File: config.mk
export PLATFORM = sky130hd
export DESIGN_NAME = sync_scsi_rate_divider
export DESIGN_NICKNAME = d
export VERILOG_FILES = /design/src/hdl/scsi_rate_pkg.sv /design/src/hdl/sync_scsi_rate_divider.sv
export SDC_FILE = /design/constraint.sdc
export NUM_CORES = 1
export LEC_CHECK = 0
export ABC_CLOCK_PERIOD_IN_PS = 2700
export BUFFER_PORTS_ARGS = -buffer_cell sky130_fd_sc_hd__buf_2
export CORE_MARGIN = 3
export CORE_UTILIZATION = 41
export DETAILED_ROUTE_END_ITERATION = 8
export HOLD_SLACK_MARGIN = 0.15
export MAX_ROUTING_LAYER = met4
export PLACE_DENSITY = 0.74
export SETUP_SLACK_MARGIN = 0.05
export SLEW_MARGIN = 10
export SYNTH_ARGS = -nofsm -noshare
export SYNTH_HDL_FRONTEND = slang
export SYNTH_HIERARCHICAL = 1
export SYNTH_SLANG_ARGS = --single-unit
File: constraint.sdc
create_clock -name i_clk -period 2.7 [get_ports i_clk]
set_clock_uncertainty 0.05 [all_clocks]
set_input_delay 0.27 -clock i_clk [delete_from_list [all_inputs] [get_ports i_clk]]
set_output_delay 0.27 -clock i_clk [all_outputs]
set_load 0.01 [all_outputs]
File: src/hdl/scsi_rate_pkg.sv
// Purpose: shared constants and types for the synchronous rate divider
// Assumes: i_clk is the scsi clock itself
// Notes: register offsets are byte addresses on the avalon slave
package scsi_rate_pkg;
	localparam int DIV_W = 4;
	typedef logic [DIV_W-1:0] div_t;

	localparam logic [3:0] OFF_TIMING = 4'h0;
	localparam logic [3:0] OFF_XFER = 4'h4;
	localparam logic [3:0] OFF_STATUS = 4'h8;

	localparam logic [7:0] TIMING_RESET = 8'h00;
	localparam logic [7:0] XFER_RESET = 8'h00;

	localparam logic [2:0] CODE_DIV1 = 3'h1;
	localparam logic [2:0] CODE_DIV2 = 3'h3;
	localparam logic [2:0] CODE_DIV4 = 3'h5;

	localparam div_t DIV_ONE = 4'h1;
	localparam div_t DIV_TWO = 4'h2;
	localparam div_t DIV_FOUR = 4'h4;
	localparam div_t TP_BASE_DIV = 4'h4;
	localparam div_t RECV_DIV = 4'h4;

	typedef struct packed {
		logic ultra_en;
		logic [2:0] sync_clock_divider_field;
		logic rsvd;
		logic [2:0] core_clock_divider_field;
	} timing_ctrl_t;

	typedef struct packed {
		logic [2:0] send_period_field;
		logic [4:0] sync_offset;
	} sync_xfer_t;

	typedef struct packed {
		logic ultra_active;
		logic [2:0] sync_div;
		logic rsvd;
		logic [2:0] core_div;
	} rate_status_t;

	typedef struct packed {
		logic we;
		logic [3:0] addr;
		logic [7:0] data;
	} script_wr_t;

	// unlisted codes fall back to divide-by-1
	function automatic div_t clk_div_decode(input logic [2:0] code);
		div_t d;
		d = DIV_ONE;
		case (code)
			CODE_DIV1: d = DIV_ONE;
			CODE_DIV2: d = DIV_TWO;
			CODE_DIV4: d = DIV_FOUR;
			default: d = DIV_ONE;
		endcase
		return d;
	endfunction

	function automatic div_t send_div_decode(input logic [2:0] code);
		return TP_BASE_DIV + {1'b0, code};
	endfunction
endpackage

File: src/hdl/sync_scsi_rate_divider.sv
// Purpose: synchronous and core rate dividers with their setup registers
// Assumes: i_clk is the scsi clock; avalon-mm slave with waitrequest
// Notes: every rate is a one-cycle enable pulse, no derived clocks
//
// Decided for this implementation: the placing of the registers and the Avalon-MM interface to the registers.
`default_nettype none

module tick_divider (
	input wire logic i_clk,
	input wire logic i_rst,
	input wire logic i_src,
	input wire logic i_restart,
	input wire scsi_rate_pkg::div_t i_div,
	output logic o_tick
);
	import scsi_rate_pkg::*;
	div_t cnt_q;
	div_t cnt_d;
	div_t div_last;
	logic wrap;

	assign div_last = i_div - DIV_ONE;
	assign wrap = i_src && (cnt_q == div_last);
	assign cnt_d = (i_restart || wrap) ? '0 :
		(i_src ? cnt_q + DIV_ONE : cnt_q);

	always_ff @(posedge i_clk or posedge i_rst) begin
		if (i_rst) begin
			cnt_q <= '0;
			o_tick <= 1'b0;
		end else begin
			cnt_q <= cnt_d;
			o_tick <= wrap && !i_restart;
		end
	end
endmodule // tick_divider

module sync_scsi_rate_divider
	import scsi_rate_pkg::*;
(
	input wire logic i_clk,
	input wire logic i_rst,
	input wire logic [3:0] i_address,
	input wire logic i_read,
	input wire logic i_write,
	input wire logic [31:0] i_writedata,
	input wire logic [3:0] i_byteenable,
	output logic [31:0] o_readdata,
	output logic o_waitrequest,
	input wire script_wr_t i_script_wr,
	input wire logic i_sync_phase,
	output timing_ctrl_t o_timing_ctrl,
	output sync_xfer_t o_sync_xfer,
	output logic [4:0] o_sync_offset,
	output logic o_ultra_en,
	output logic o_sync_tick,
	output logic o_core_tick,
	output logic o_recv_tick,
	output logic o_send_tick,
	output logic o_send_strobe
);
	timing_ctrl_t timing_q;
	sync_xfer_t xfer_q;
	rate_status_t status;
	logic req;
	logic host_wr;
	logic timing_wr;
	logic xfer_wr;
	logic sync_restart;
	logic send_restart;
	logic [7:0] wr_byte;
	logic [7:0] rd_byte;
	div_t sync_div_raw;
	div_t sync_div;
	div_t core_div;
	div_t send_div;

	// bus side: one wait state per access, commit when waitrequest is low
	assign req = i_read || i_write;
	assign host_wr = i_write && !o_waitrequest && i_byteenable[0];
	// script writes win a same-cycle collision, the host write is dropped
	assign timing_wr = i_script_wr.we ? (i_script_wr.addr == OFF_TIMING) :
		(host_wr && i_address == OFF_TIMING);
	assign xfer_wr = i_script_wr.we ? (i_script_wr.addr == OFF_XFER) :
		(host_wr && i_address == OFF_XFER);
	assign wr_byte = i_script_wr.we ? i_script_wr.data : i_writedata[7:0];

	assign rd_byte = (i_address == OFF_TIMING) ? timing_q :
		(i_address == OFF_XFER) ? xfer_q :
		(i_address == OFF_STATUS) ? status : 8'h00;

	always_ff @(posedge i_clk or posedge i_rst) begin
		if (i_rst) begin
			o_waitrequest <= 1'b1;
			o_readdata <= 32'h0000_0000;
		end else begin
			o_waitrequest <= !(req && o_waitrequest);
			if (i_read && o_waitrequest) begin
				o_readdata <= {24'h00_0000, rd_byte};
			end
		end
	end

	always_ff @(posedge i_clk or posedge i_rst) begin
		if (i_rst) begin
			timing_q <= TIMING_RESET;
			xfer_q <= XFER_RESET;
		end else begin
			if (timing_wr) begin
				timing_q <= {wr_byte[7:4], 1'b0, wr_byte[2:0]};
			end
			if (xfer_wr) begin
				xfer_q <= wr_byte;
			end
		end
	end

	// divisor selection
	assign sync_div_raw =
		clk_div_decode(timing_q.sync_clock_divider_field);
	// without ultra permission the undivided path is held back to half rate
	assign sync_div = (!timing_q.ultra_en && sync_div_raw == DIV_ONE) ?
		DIV_TWO : sync_div_raw;
	assign core_div =
		clk_div_decode(timing_q.core_clock_divider_field);
	assign send_div =
		send_div_decode(xfer_q.send_period_field);

	assign status.ultra_active = timing_q.ultra_en;
	assign status.sync_div = sync_div[2:0];
	assign status.rsvd = 1'b0;
	assign status.core_div = core_div[2:0];

	// any rewrite of a divider register restarts the affected chain
	assign sync_restart = timing_wr;
	assign send_restart = timing_wr || xfer_wr;

	tick_divider u_sync_div (
		.i_clk(i_clk),
		.i_rst(i_rst),
		.i_src(1'b1),
		.i_restart(sync_restart),
		.i_div(sync_div),
		.o_tick(o_sync_tick)
	);

	tick_divider u_core_div (
		.i_clk(i_clk),
		.i_rst(i_rst),
		.i_src(1'b1),
		.i_restart(sync_restart),
		.i_div(core_div),
		.o_tick(o_core_tick)
	);

	// receive pacing hangs off the sync divider only
	tick_divider u_recv_div (
		.i_clk(i_clk),
		.i_rst(i_rst),
		.i_src(o_sync_tick),
		.i_restart(sync_restart),
		.i_div(RECV_DIV),
		.o_tick(o_recv_tick)
	);

	tick_divider u_send_div (
		.i_clk(i_clk),
		.i_rst(i_rst),
		.i_src(o_sync_tick),
		.i_restart(send_restart),
		.i_div(send_div),
		.o_tick(o_send_tick)
	);

	always_ff @(posedge i_clk or posedge i_rst) begin
		if (i_rst) begin
			o_send_strobe <= 1'b0;
			o_sync_offset <= 5'h00;
			o_ultra_en <= 1'b0;
		end else begin
			// role does not matter, only an active sync data phase
			o_send_strobe <= o_send_tick && i_sync_phase;
			o_sync_offset <= xfer_q.sync_offset;
			o_ultra_en <= timing_q.ultra_en;
		end
	end

	assign o_timing_ctrl = timing_q;
	assign o_sync_xfer = xfer_q;

	property p_wait_ack;
		@(posedge i_clk) disable iff (i_rst)
		req && o_waitrequest |=> !o_waitrequest ##1 o_waitrequest;
	endproperty
	a_wait_ack: assert property (p_wait_ack)
		else $error("waitrequest did not give a single ack cycle");

	property p_host_timing_wr;
		@(posedge i_clk) disable iff (i_rst)
		(host_wr && i_address == OFF_TIMING && !i_script_wr.we) |=>
			(o_timing_ctrl == {$past(i_writedata[7:4]), 1'b0,
			$past(i_writedata[2:0])});
	endproperty
	a_host_timing_wr: assert property (p_host_timing_wr)
		else $error("host write to timing control not stored");

	property p_script_xfer_wr;
		@(posedge i_clk) disable iff (i_rst)
		(i_script_wr.we && i_script_wr.addr == OFF_XFER) |=>
			(o_sync_xfer == $past(i_script_wr.data)) ##1
			(o_sync_offset == $past(o_sync_xfer.sync_offset));
	endproperty
	a_script_xfer_wr: assert property (p_script_xfer_wr)
		else $error("script write to transfer setup not stored");

	property p_sync_div2;
		@(posedge i_clk) disable iff (i_rst)
		(o_sync_tick && sync_div == DIV_TWO && !sync_restart) ##1
			!sync_restart |=> o_sync_tick;
	endproperty
	a_sync_div2: assert property (p_sync_div2)
		else $error("sync divide-by-2 cadence wrong");

	property p_ultra_gate;
		@(posedge i_clk) disable iff (i_rst)
		(o_sync_tick && !timing_q.ultra_en) |=> !o_sync_tick;
	endproperty
	a_ultra_gate: assert property (p_ultra_gate)
		else $error("full-rate sync tick without ultra enable");

	// with ultra permitted the undivided path must really tick every cycle
	property p_ultra_full;
		@(posedge i_clk) disable iff (i_rst)
		(o_sync_tick && sync_div == DIV_ONE && !sync_restart) |=>
			o_sync_tick;
	endproperty
	a_ultra_full: assert property (p_ultra_full)
		else $error("ultra divide-by-1 did not tick every cycle");

	property p_core_div4;
		@(posedge i_clk) disable iff (i_rst)
		(o_core_tick && core_div == DIV_FOUR && !sync_restart) ##1
			(!sync_restart)[*3] |=> o_core_tick && !$past(o_core_tick);
	endproperty
	a_core_div4: assert property (p_core_div4)
		else $error("core divide-by-4 cadence wrong");

	property p_recv_quarter;
		@(posedge i_clk) disable iff (i_rst)
		o_recv_tick |=> (!o_recv_tick)[*3];
	endproperty
	a_recv_quarter: assert property (p_recv_quarter)
		else $error("receive tick faster than a quarter of sync rate");

	property p_send_min;
		@(posedge i_clk) disable iff (i_rst)
		o_send_tick |=> (!o_send_tick)[*3];
	endproperty
	a_send_min: assert property (p_send_min)
		else $error("send tick faster than divide-by-4");

	property p_strobe_cause;
		@(posedge i_clk) disable iff (i_rst)
		o_send_strobe |-> $past(o_send_tick) && $past(i_sync_phase);
	endproperty
	a_strobe_cause: assert property (p_strobe_cause)
		else $error("send strobe outside a sync data phase");

	property p_restart;
		@(posedge i_clk) disable iff (i_rst)
		timing_wr |=> !o_sync_tick && !o_recv_tick && !o_send_tick;
	endproperty
	a_restart: assert property (p_restart)
		else $error("divider did not restart on rewrite");

	property p_xfer_restart;
		@(posedge i_clk) disable iff (i_rst)
		xfer_wr |=> !o_send_tick;
	endproperty
	a_xfer_restart: assert property (p_xfer_restart)
		else $error("send divider did not restart on setup write");

	c_read: cover property (@(posedge i_clk) disable iff (i_rst)
		i_read && !o_waitrequest && i_address == OFF_STATUS);
	c_script_wr: cover property (@(posedge i_clk) disable iff (i_rst)
		i_script_wr.we && i_script_wr.addr == OFF_TIMING);
	c_ultra_send: cover property (@(posedge i_clk) disable iff (i_rst)
		o_send_strobe && timing_q.ultra_en && sync_div == DIV_ONE);
	c_fast_div4: cover property (@(posedge i_clk) disable iff (i_rst)
		o_recv_tick && sync_div == DIV_FOUR);
endmodule // sync_scsi_rate_divider

`default_nettype wire

==> out/metrics.yaml, run 1 <==
status: "finished, final reports clean"
rr_startpoint: "o_timing_ctrl[6]"
netlist_instances: 269
power_uw: 2860
port_buffers: 65
synth_warnings: 6
r2r-end: "u_sync_div/cnt_q[2]"
cts_max_level: 2
clockRootBuffer: "clkbuf_8"
drt-initial-drc-count: 74
dpl.hpwl_mm: 4.81
wl_met2_mm: 3.24
synth.distinct_cells: 44
cts_made_buffers: 5
layout.nets: 426
worst_pin_slew_ps: 721
drtAntennaViolNets: 0
holdWs_ps: 244
clk_path_buf_depth: 2
antenna_found_initial: 0
num_antenna_cells: 0
start_kind: "register"
period_share_pct: 77.8
synth_top_family_by_area: "compound AO/OA/AOI/OAI gates"
fp.dieArea_um2: 8300
fmax_mhz: 476
route.detailed.drc: 0
required_ps: 2850
synth_xor_area_share_pct: 11.2
worstSetupPathType: "register to register"
synth_seq_area_share_pct: 43.0
max_stage_delay_ps: 470
crit_end: "u_sync_div/cnt_q[2]"
met1_length_mm: 2.67
grt_pass1_wl_mm: 10.6
rows: 30
reg2reg_depth: 7
via_per_inst: 4.83
clkTransAtPathRegs_ps: 90
p_leak_uw: 0.00177
power.density_nw_per_um2: 810
grt_use_total_pct: 16.1
cp_top_family: "compound AO/OA/AOI/OAI gates"
dieWidth_um: 91.1
slew_headroom_pct: 51.8
met3_length_um: 337
muxShareOfSynthArea_pct: 10.0
cts_tree: "done"
synth_compound_area_share_pct: 11.5
path_buf_inv: 1
cts_num_sinks: 51
final_core_util_pct: 51.1
routed_wl_mm: 6.36
drv_cap: 0
rsz0062_at_grt: "no"
path_max_fanout: 7
setup_violations: 0
ys_ff_latch: 51
grt_pass1_vias: 2259
synthSimpleGateAreaFrac_pct: 10.4
globalplace.congestion: 0.804
syn_to_final_growth_pct: 19.0
period_needed_ps: 2100
first_pass_iters: 6
peakVddDrop_mv: 0.337
async_reset_ff_share_pct: 100
die_y_um: 91.1
path_depth: 7
r2r_slack_ps: 600
finalHoldViolCount: 0
drive_above_1_share_pct: 28.3
slew_violations: 0
io_pins: 118
post_cts_buffers: 0
final.setup.tns_ps: 0
crit_start: "o_timing_ctrl[6]"
vias: 2206
cp_common_cell: "xor2_1"
path_cells: "xor2_1, a21boi_0, inv_1, ha_1, xor2_1, and3_1, a311oi_1"
coreArea_um2: 6910
top_layer: "met4"
layout_common_cells: "buf_2 (65), dfrtp_1 (50), conb_1 (45)"
gr-total-overflow: 0
synthAdderAreaFrac_pct: 3.37
final_common_cell: "buf_2"
grt_max_degree: 30
hp-class: "input port to register"
cp_slowest_cell: "dfrtp_1"
arrival_ps: 2250
ys.flop_type: "dfrtp_1"
wl_per_cell_um: 13.9
clk_latency_ps: 300
cp-end-kind: "register"
syn_avg_cell_area_um2: 11.0
start_util_pct: 43.0
synth_area_um2: 2970
synth_edf_count: 0
power by group:
part           internal, uW  leakage, uW  switching [uW]
registers               973     0.000648             243
clock network           300    0.0000612             246
logic                   520      0.00106             578
total                  1790      0.00177            1070
registers in the layout (all words and copies together), names as in the netlist, 4 cells and up:
signal	flops
o_timing_ctrl	7
u_send_div/cnt_q	4
o_sync_xfer	8
u_sync_div/cnt_q	4
u_core_div/cnt_q	4
o_sync_offset	5
u_recv_div/cnt_q	4
o_readdata	8
cells in the mapped netlist, drive strengths merged, types with 2 or more instances:
| master | count | area share [%] |
|---|---|---|
| and4b | 4 | 1.3 |
| a311oi | 16 | 4.7 |
| a221o | 2 | 0.67 |
| inv | 17 | 2.2 |
| xor2 | 26 | 7.7 |
| and3b | 2 | 0.59 |
| nor4 | 2 | 0.42 |
| o31ai | 3 | 0.76 |
| or4b | 2 | 0.80 |
| o22ai | 2 | 0.89 |
| conb | 2 | 0.25 |
| xnor2 | 12 | 3.5 |
| nand2b | 2 | 0.42 |
| and3 | 4 | 0.84 |
| ha | 8 | 3.4 |
| nand2 | 15 | 1.9 |
| o21ai | 9 | 1.5 |
| a21oi | 4 | 0.67 |
| nand4 | 4 | 0.84 |
| nor2 | 4 | 0.51 |
| mux2 | 20 | 8.3 |
| nor3 | 6 | 1.0 |
| mux2i | 5 | 1.7 |
| dfrtp | 50 | 42 |
| buf | 32 | 7.9 |
| a22oi | 2 | 0.51 |
per-stage QoR:
stage | std cells | area [um2] | setup WS, ps
after floorplan | 312 | 3130 | 637
after global placement | 445 | 3370 | 527
after detailed placement | 445 | 3370 | 526
after CTS | 457 | 3530 | 585
after global routing | 457 | 3530 | 408
final | 457 | 3530 | 598
repair_timing:
item / 4_1_cts / 5_1_grt
hold buffers: 4 / 0
hold endpoints to repair: 52 / 0
gates resized for setup: 0 / 0
per-layer routing:
metal,up-vias,track usage (%)
li1,1071,-
met1,1041,19.1
met2,86,28.0
met3,8,1.99
met4,0,5.78
met5,-,-
area by class of cell:
class / count / area [um2]
Clock buffer: 6 / 82.6
Clock inverter: 2 / 35.0
Fill cell: 656 / 3380
Inverter: 17 / 63.8
Multi-Input combinational cell: 211 / 1550
Sequential cell: 51 / 1280
Tap cell: 96 / 120
Timing Repair Buffer: 74 / 403
cells by family (layout without fill, tap and decap cells):
logic type	Yosys count	count (layout)
flops	51	51
xor+xnor	38	38
buf+inv	50	99
simple gates	51	51
compound gates	44	44
other cells	2	45
mux	25	25
fa+ha+maj	8	8
worst min-delay path: stages:
cell and delay (ps):
buf_2 70, mux2i_1 50, o21ai_0 160
worst min path at each step:
stage,slack (ps),cells after the start,from,to
after floorplan,-1,1,i_rst,u_core_div/cnt_q[0]
after global placement,140,2,i_rst,o_timing_ctrl[6]
after detailed placement,150,2,i_rst,o_timing_ctrl[6]
after CTS,240,3,i_writedata[3],o_sync_xfer[3]
after global routing,260,3,i_writedata[3],o_sync_xfer[3]
final,240,3,i_writedata[3],o_sync_xfer[3]
(Power assumes the default switching activity.)
==> run 2, diff against run 1 <==
--- a/config.mk
+++ b/config.mk
@@ -5,14 +5,14 @@
 export SDC_FILE = /design/constraint.sdc
 export NUM_CORES = 1
 export LEC_CHECK = 0
-export ABC_CLOCK_PERIOD_IN_PS = 2700
+export ABC_CLOCK_PERIOD_IN_PS = 1800
 export BUFFER_PORTS_ARGS = -buffer_cell sky130_fd_sc_hd__buf_2
 export CORE_MARGIN = 3
 export CORE_UTILIZATION = 41
 export DETAILED_ROUTE_END_ITERATION = 8
 export HOLD_SLACK_MARGIN = 0.15
 export MAX_ROUTING_LAYER = met4
-export PLACE_DENSITY = 0.74
+export PLACE_DENSITY = 0.77
 export SETUP_SLACK_MARGIN = 0.05
 export SLEW_MARGIN = 10
 export SYNTH_ARGS = -nofsm -noshare
==> constraint.sdc (replaced) <==
create_clock -name i_clk -period 1.8 [get_ports i_clk]
set_clock_uncertainty 0.05 [all_clocks]
set_input_delay 0.18 -clock i_clk [delete_from_list [all_inputs] [get_ports i_clk]]
set_output_delay 0.18 -clock i_clk [all_outputs]
set_load 0.01 [all_outputs]
==> out/metrics.yaml, run 2 (same netlist as run 1, synthesis figures left out) <==
worstSetupPathType: "register to register"  # unchanged
peakVddDrop_mv: 0.460  # was 0.337 mV
gr-total-overflow: 0  # unchanged
drive_above_1_share_pct: 41.9  # was 28.3%
dpl_worst_slack_ps: -96.5  # was 526 ps
cts_max_level: 2  # unchanged
grt_max_degree: 32  # was 30
vias: 2431  # was 2206
drtAntennaViolNets: 0  # unchanged
path_max_fanout: 5  # was 7
hold_path_depth: 3  # unchanged
finalHoldViolCount: 0  # unchanged
grt_pass1_wl_mm: 11.5  # was 10.6 mm
hp-class: "input port to register"  # unchanged
status: "finished with violations"  # was finished, final reports clean
start_util_pct: 43.0  # unchanged
power_uw: 5170  # was 2860 uW
clockRootBuffer: "clkbuf_8"  # unchanged
io_pins: 118  # unchanged
die_y_um: 91.1  # unchanged
reg2reg_depth: 7  # unchanged
port_buffers: 65  # unchanged
cts_tree: "done"  # unchanged
coreArea_um2: 6910  # unchanged
final_common_cell: "buf_2"  # unchanged
globalplace.congestion: 0.835  # was 0.804
dpl_cell_area_um2: 3600  # was 3370 um2
final_area_um2: 4030  # was 3530 um2
dpl.hpwl_mm: 4.98  # was 4.81 mm
violations: "setup timing"
drv_cap: 0  # unchanged
arrival_ps: 1970  # was 2250 ps
start_kind: "register"  # unchanged
cts_num_sinks: 51  # unchanged
period_share_pct: 103  # was 77.8%
grt_use_total_pct: 17.3  # was 16.1%
required_ps: 1910  # was 2850 ps
layout.nets: 456  # was 426
setup_violations: 7  # was 0
routed_wl_mm: 7.28  # was 6.36 mm
num_antenna_cells: 0  # unchanged
grt_pass1_vias: 2474  # was 2259
layout_common_cells: "buf_2 (65), conb_1 (45), dfrtp_1 (44)"  # was buf_2 (65), dfrtp_1 (50), conb_1 (45)
clkTransAtPathRegs_ps: 90  # about the same
rsz0062_at_grt: "yes"  # was no
slew_headroom_pct: 63.1  # was 51.8%
cp-end-kind: "register"  # unchanged
worst_slack_ps: -56.8  # was 598 ps
fp.dieArea_um2: 8300  # unchanged
rows: 30  # unchanged
drt-initial-drc-count: 93  # was 74
power.density_nw_per_um2: 1280  # was 810 nW/um2
clk_path_buf_depth: 2  # unchanged
slew_violations: 0  # unchanged
clk_latency_ps: 300  # about the same
p_leak_uw: 0.00197  # was 0.00177 uW
cts_made_buffers: 5  # unchanged
period_needed_ps: 1860  # was 2100 ps
first_pass_iters: 4  # was 6
via_per_inst: 4.99  # was 4.83
dieWidth_um: 91.1  # unchanged
route.detailed.drc: 0  # unchanged
worst_pin_slew_ps: 552  # was 721 ps
fmax_mhz: 539  # was 476 MHz
antenna_found_initial: 0  # unchanged
wl_per_cell_um: 14.9  # was 13.9 um
syn_to_final_growth_pct: 35.9  # was 19.0%
==> run 2: power by group <==
| part | leakage, uW | switching [uW] | total (uW) | internal, uW |
|---|---|---|---|---|
| sequential | 0.000641 | 371 | 1840 | 1470 |
| combinational | 0.00127 | 1220 | 2500 | 1280 |
| clock | 0.0000612 | 376 | 826 | 450 |
| total | 0.00197 | 1970 | 5170 | 3200 |
==> run 2: final timing paths <==
kind | start | to | slack, ps
hold reg to reg | o_sync_xfer[3] | o_sync_offset[3] | 380
setup / recovery | o_timing_ctrl[4] | u_sync_div/cnt_q[2] | -60
hold / removal | i_writedata[2] | o_timing_ctrl[2] | 200
max in group asynchronous | i_rst | o_waitrequest | 880
setup reg to reg | o_timing_ctrl[4] | u_sync_div/cnt_q[2] | -60
min in group asynchronous | i_rst | u_recv_div/cnt_q[2] | 310
==> run 2: final cells by class <==
cell class | count | area, um2
clock inverters | 2 | 35.0
repair buffers | 104 | 653
well taps | 96 | 120
flip-flops and latches | 51 | 1280
inverters | 17 | 63.8
clock buffers | 6 | 82.6
fillers | 588 | 2870
multi-input cells | 211 | 1790
==> run 2: routing by layer <==
metal | vias to the layer above | global-route usage [%] | share of wire (%)
met5 | - | - | 0
li1 | 1130 | - | -
met4 | 0 | 4.52 | 1.1
met3 | 10 | 3.48 | 5.1
met2 | 84 | 32.1 | 53
met1 | 1207 | 18.8 | 41
==> run 2: critical path, stage by stage, from the launching register on <==
cell and delay [ps]:
dfrtp_2 470, buf_4 160, a21boi_2 180, inv_2 60, ha_4 260, xor2_1 160, and3_4 250, a311oi_2 120
==> run 2: repair_timing <==
item                                    in CTS  in global routing
gates resized for setup                     24                 16
pin swaps                                   13                 11
buffers inserted                             4                  1
hold buffers                                 6                  0
hold endpoints to repair                    53                  0
endpoints found under the setup margin      10                 10
==> run 2: stage by stage <==
stage / instances / utilization, % / TNS, ps / hold WS, ps
after floorplan: 312 / - / 0 / -91.5
after global placement: 468 / 52.1 / -156 / 92.5
after detailed placement: 468 / 52.1 / -444 / 97.6
after CTS: 486 / 56.9 / -165 / 195
after global routing: 487 / 58.4 / -695 / 193
final: 487 / 58.4 / -240 / 197
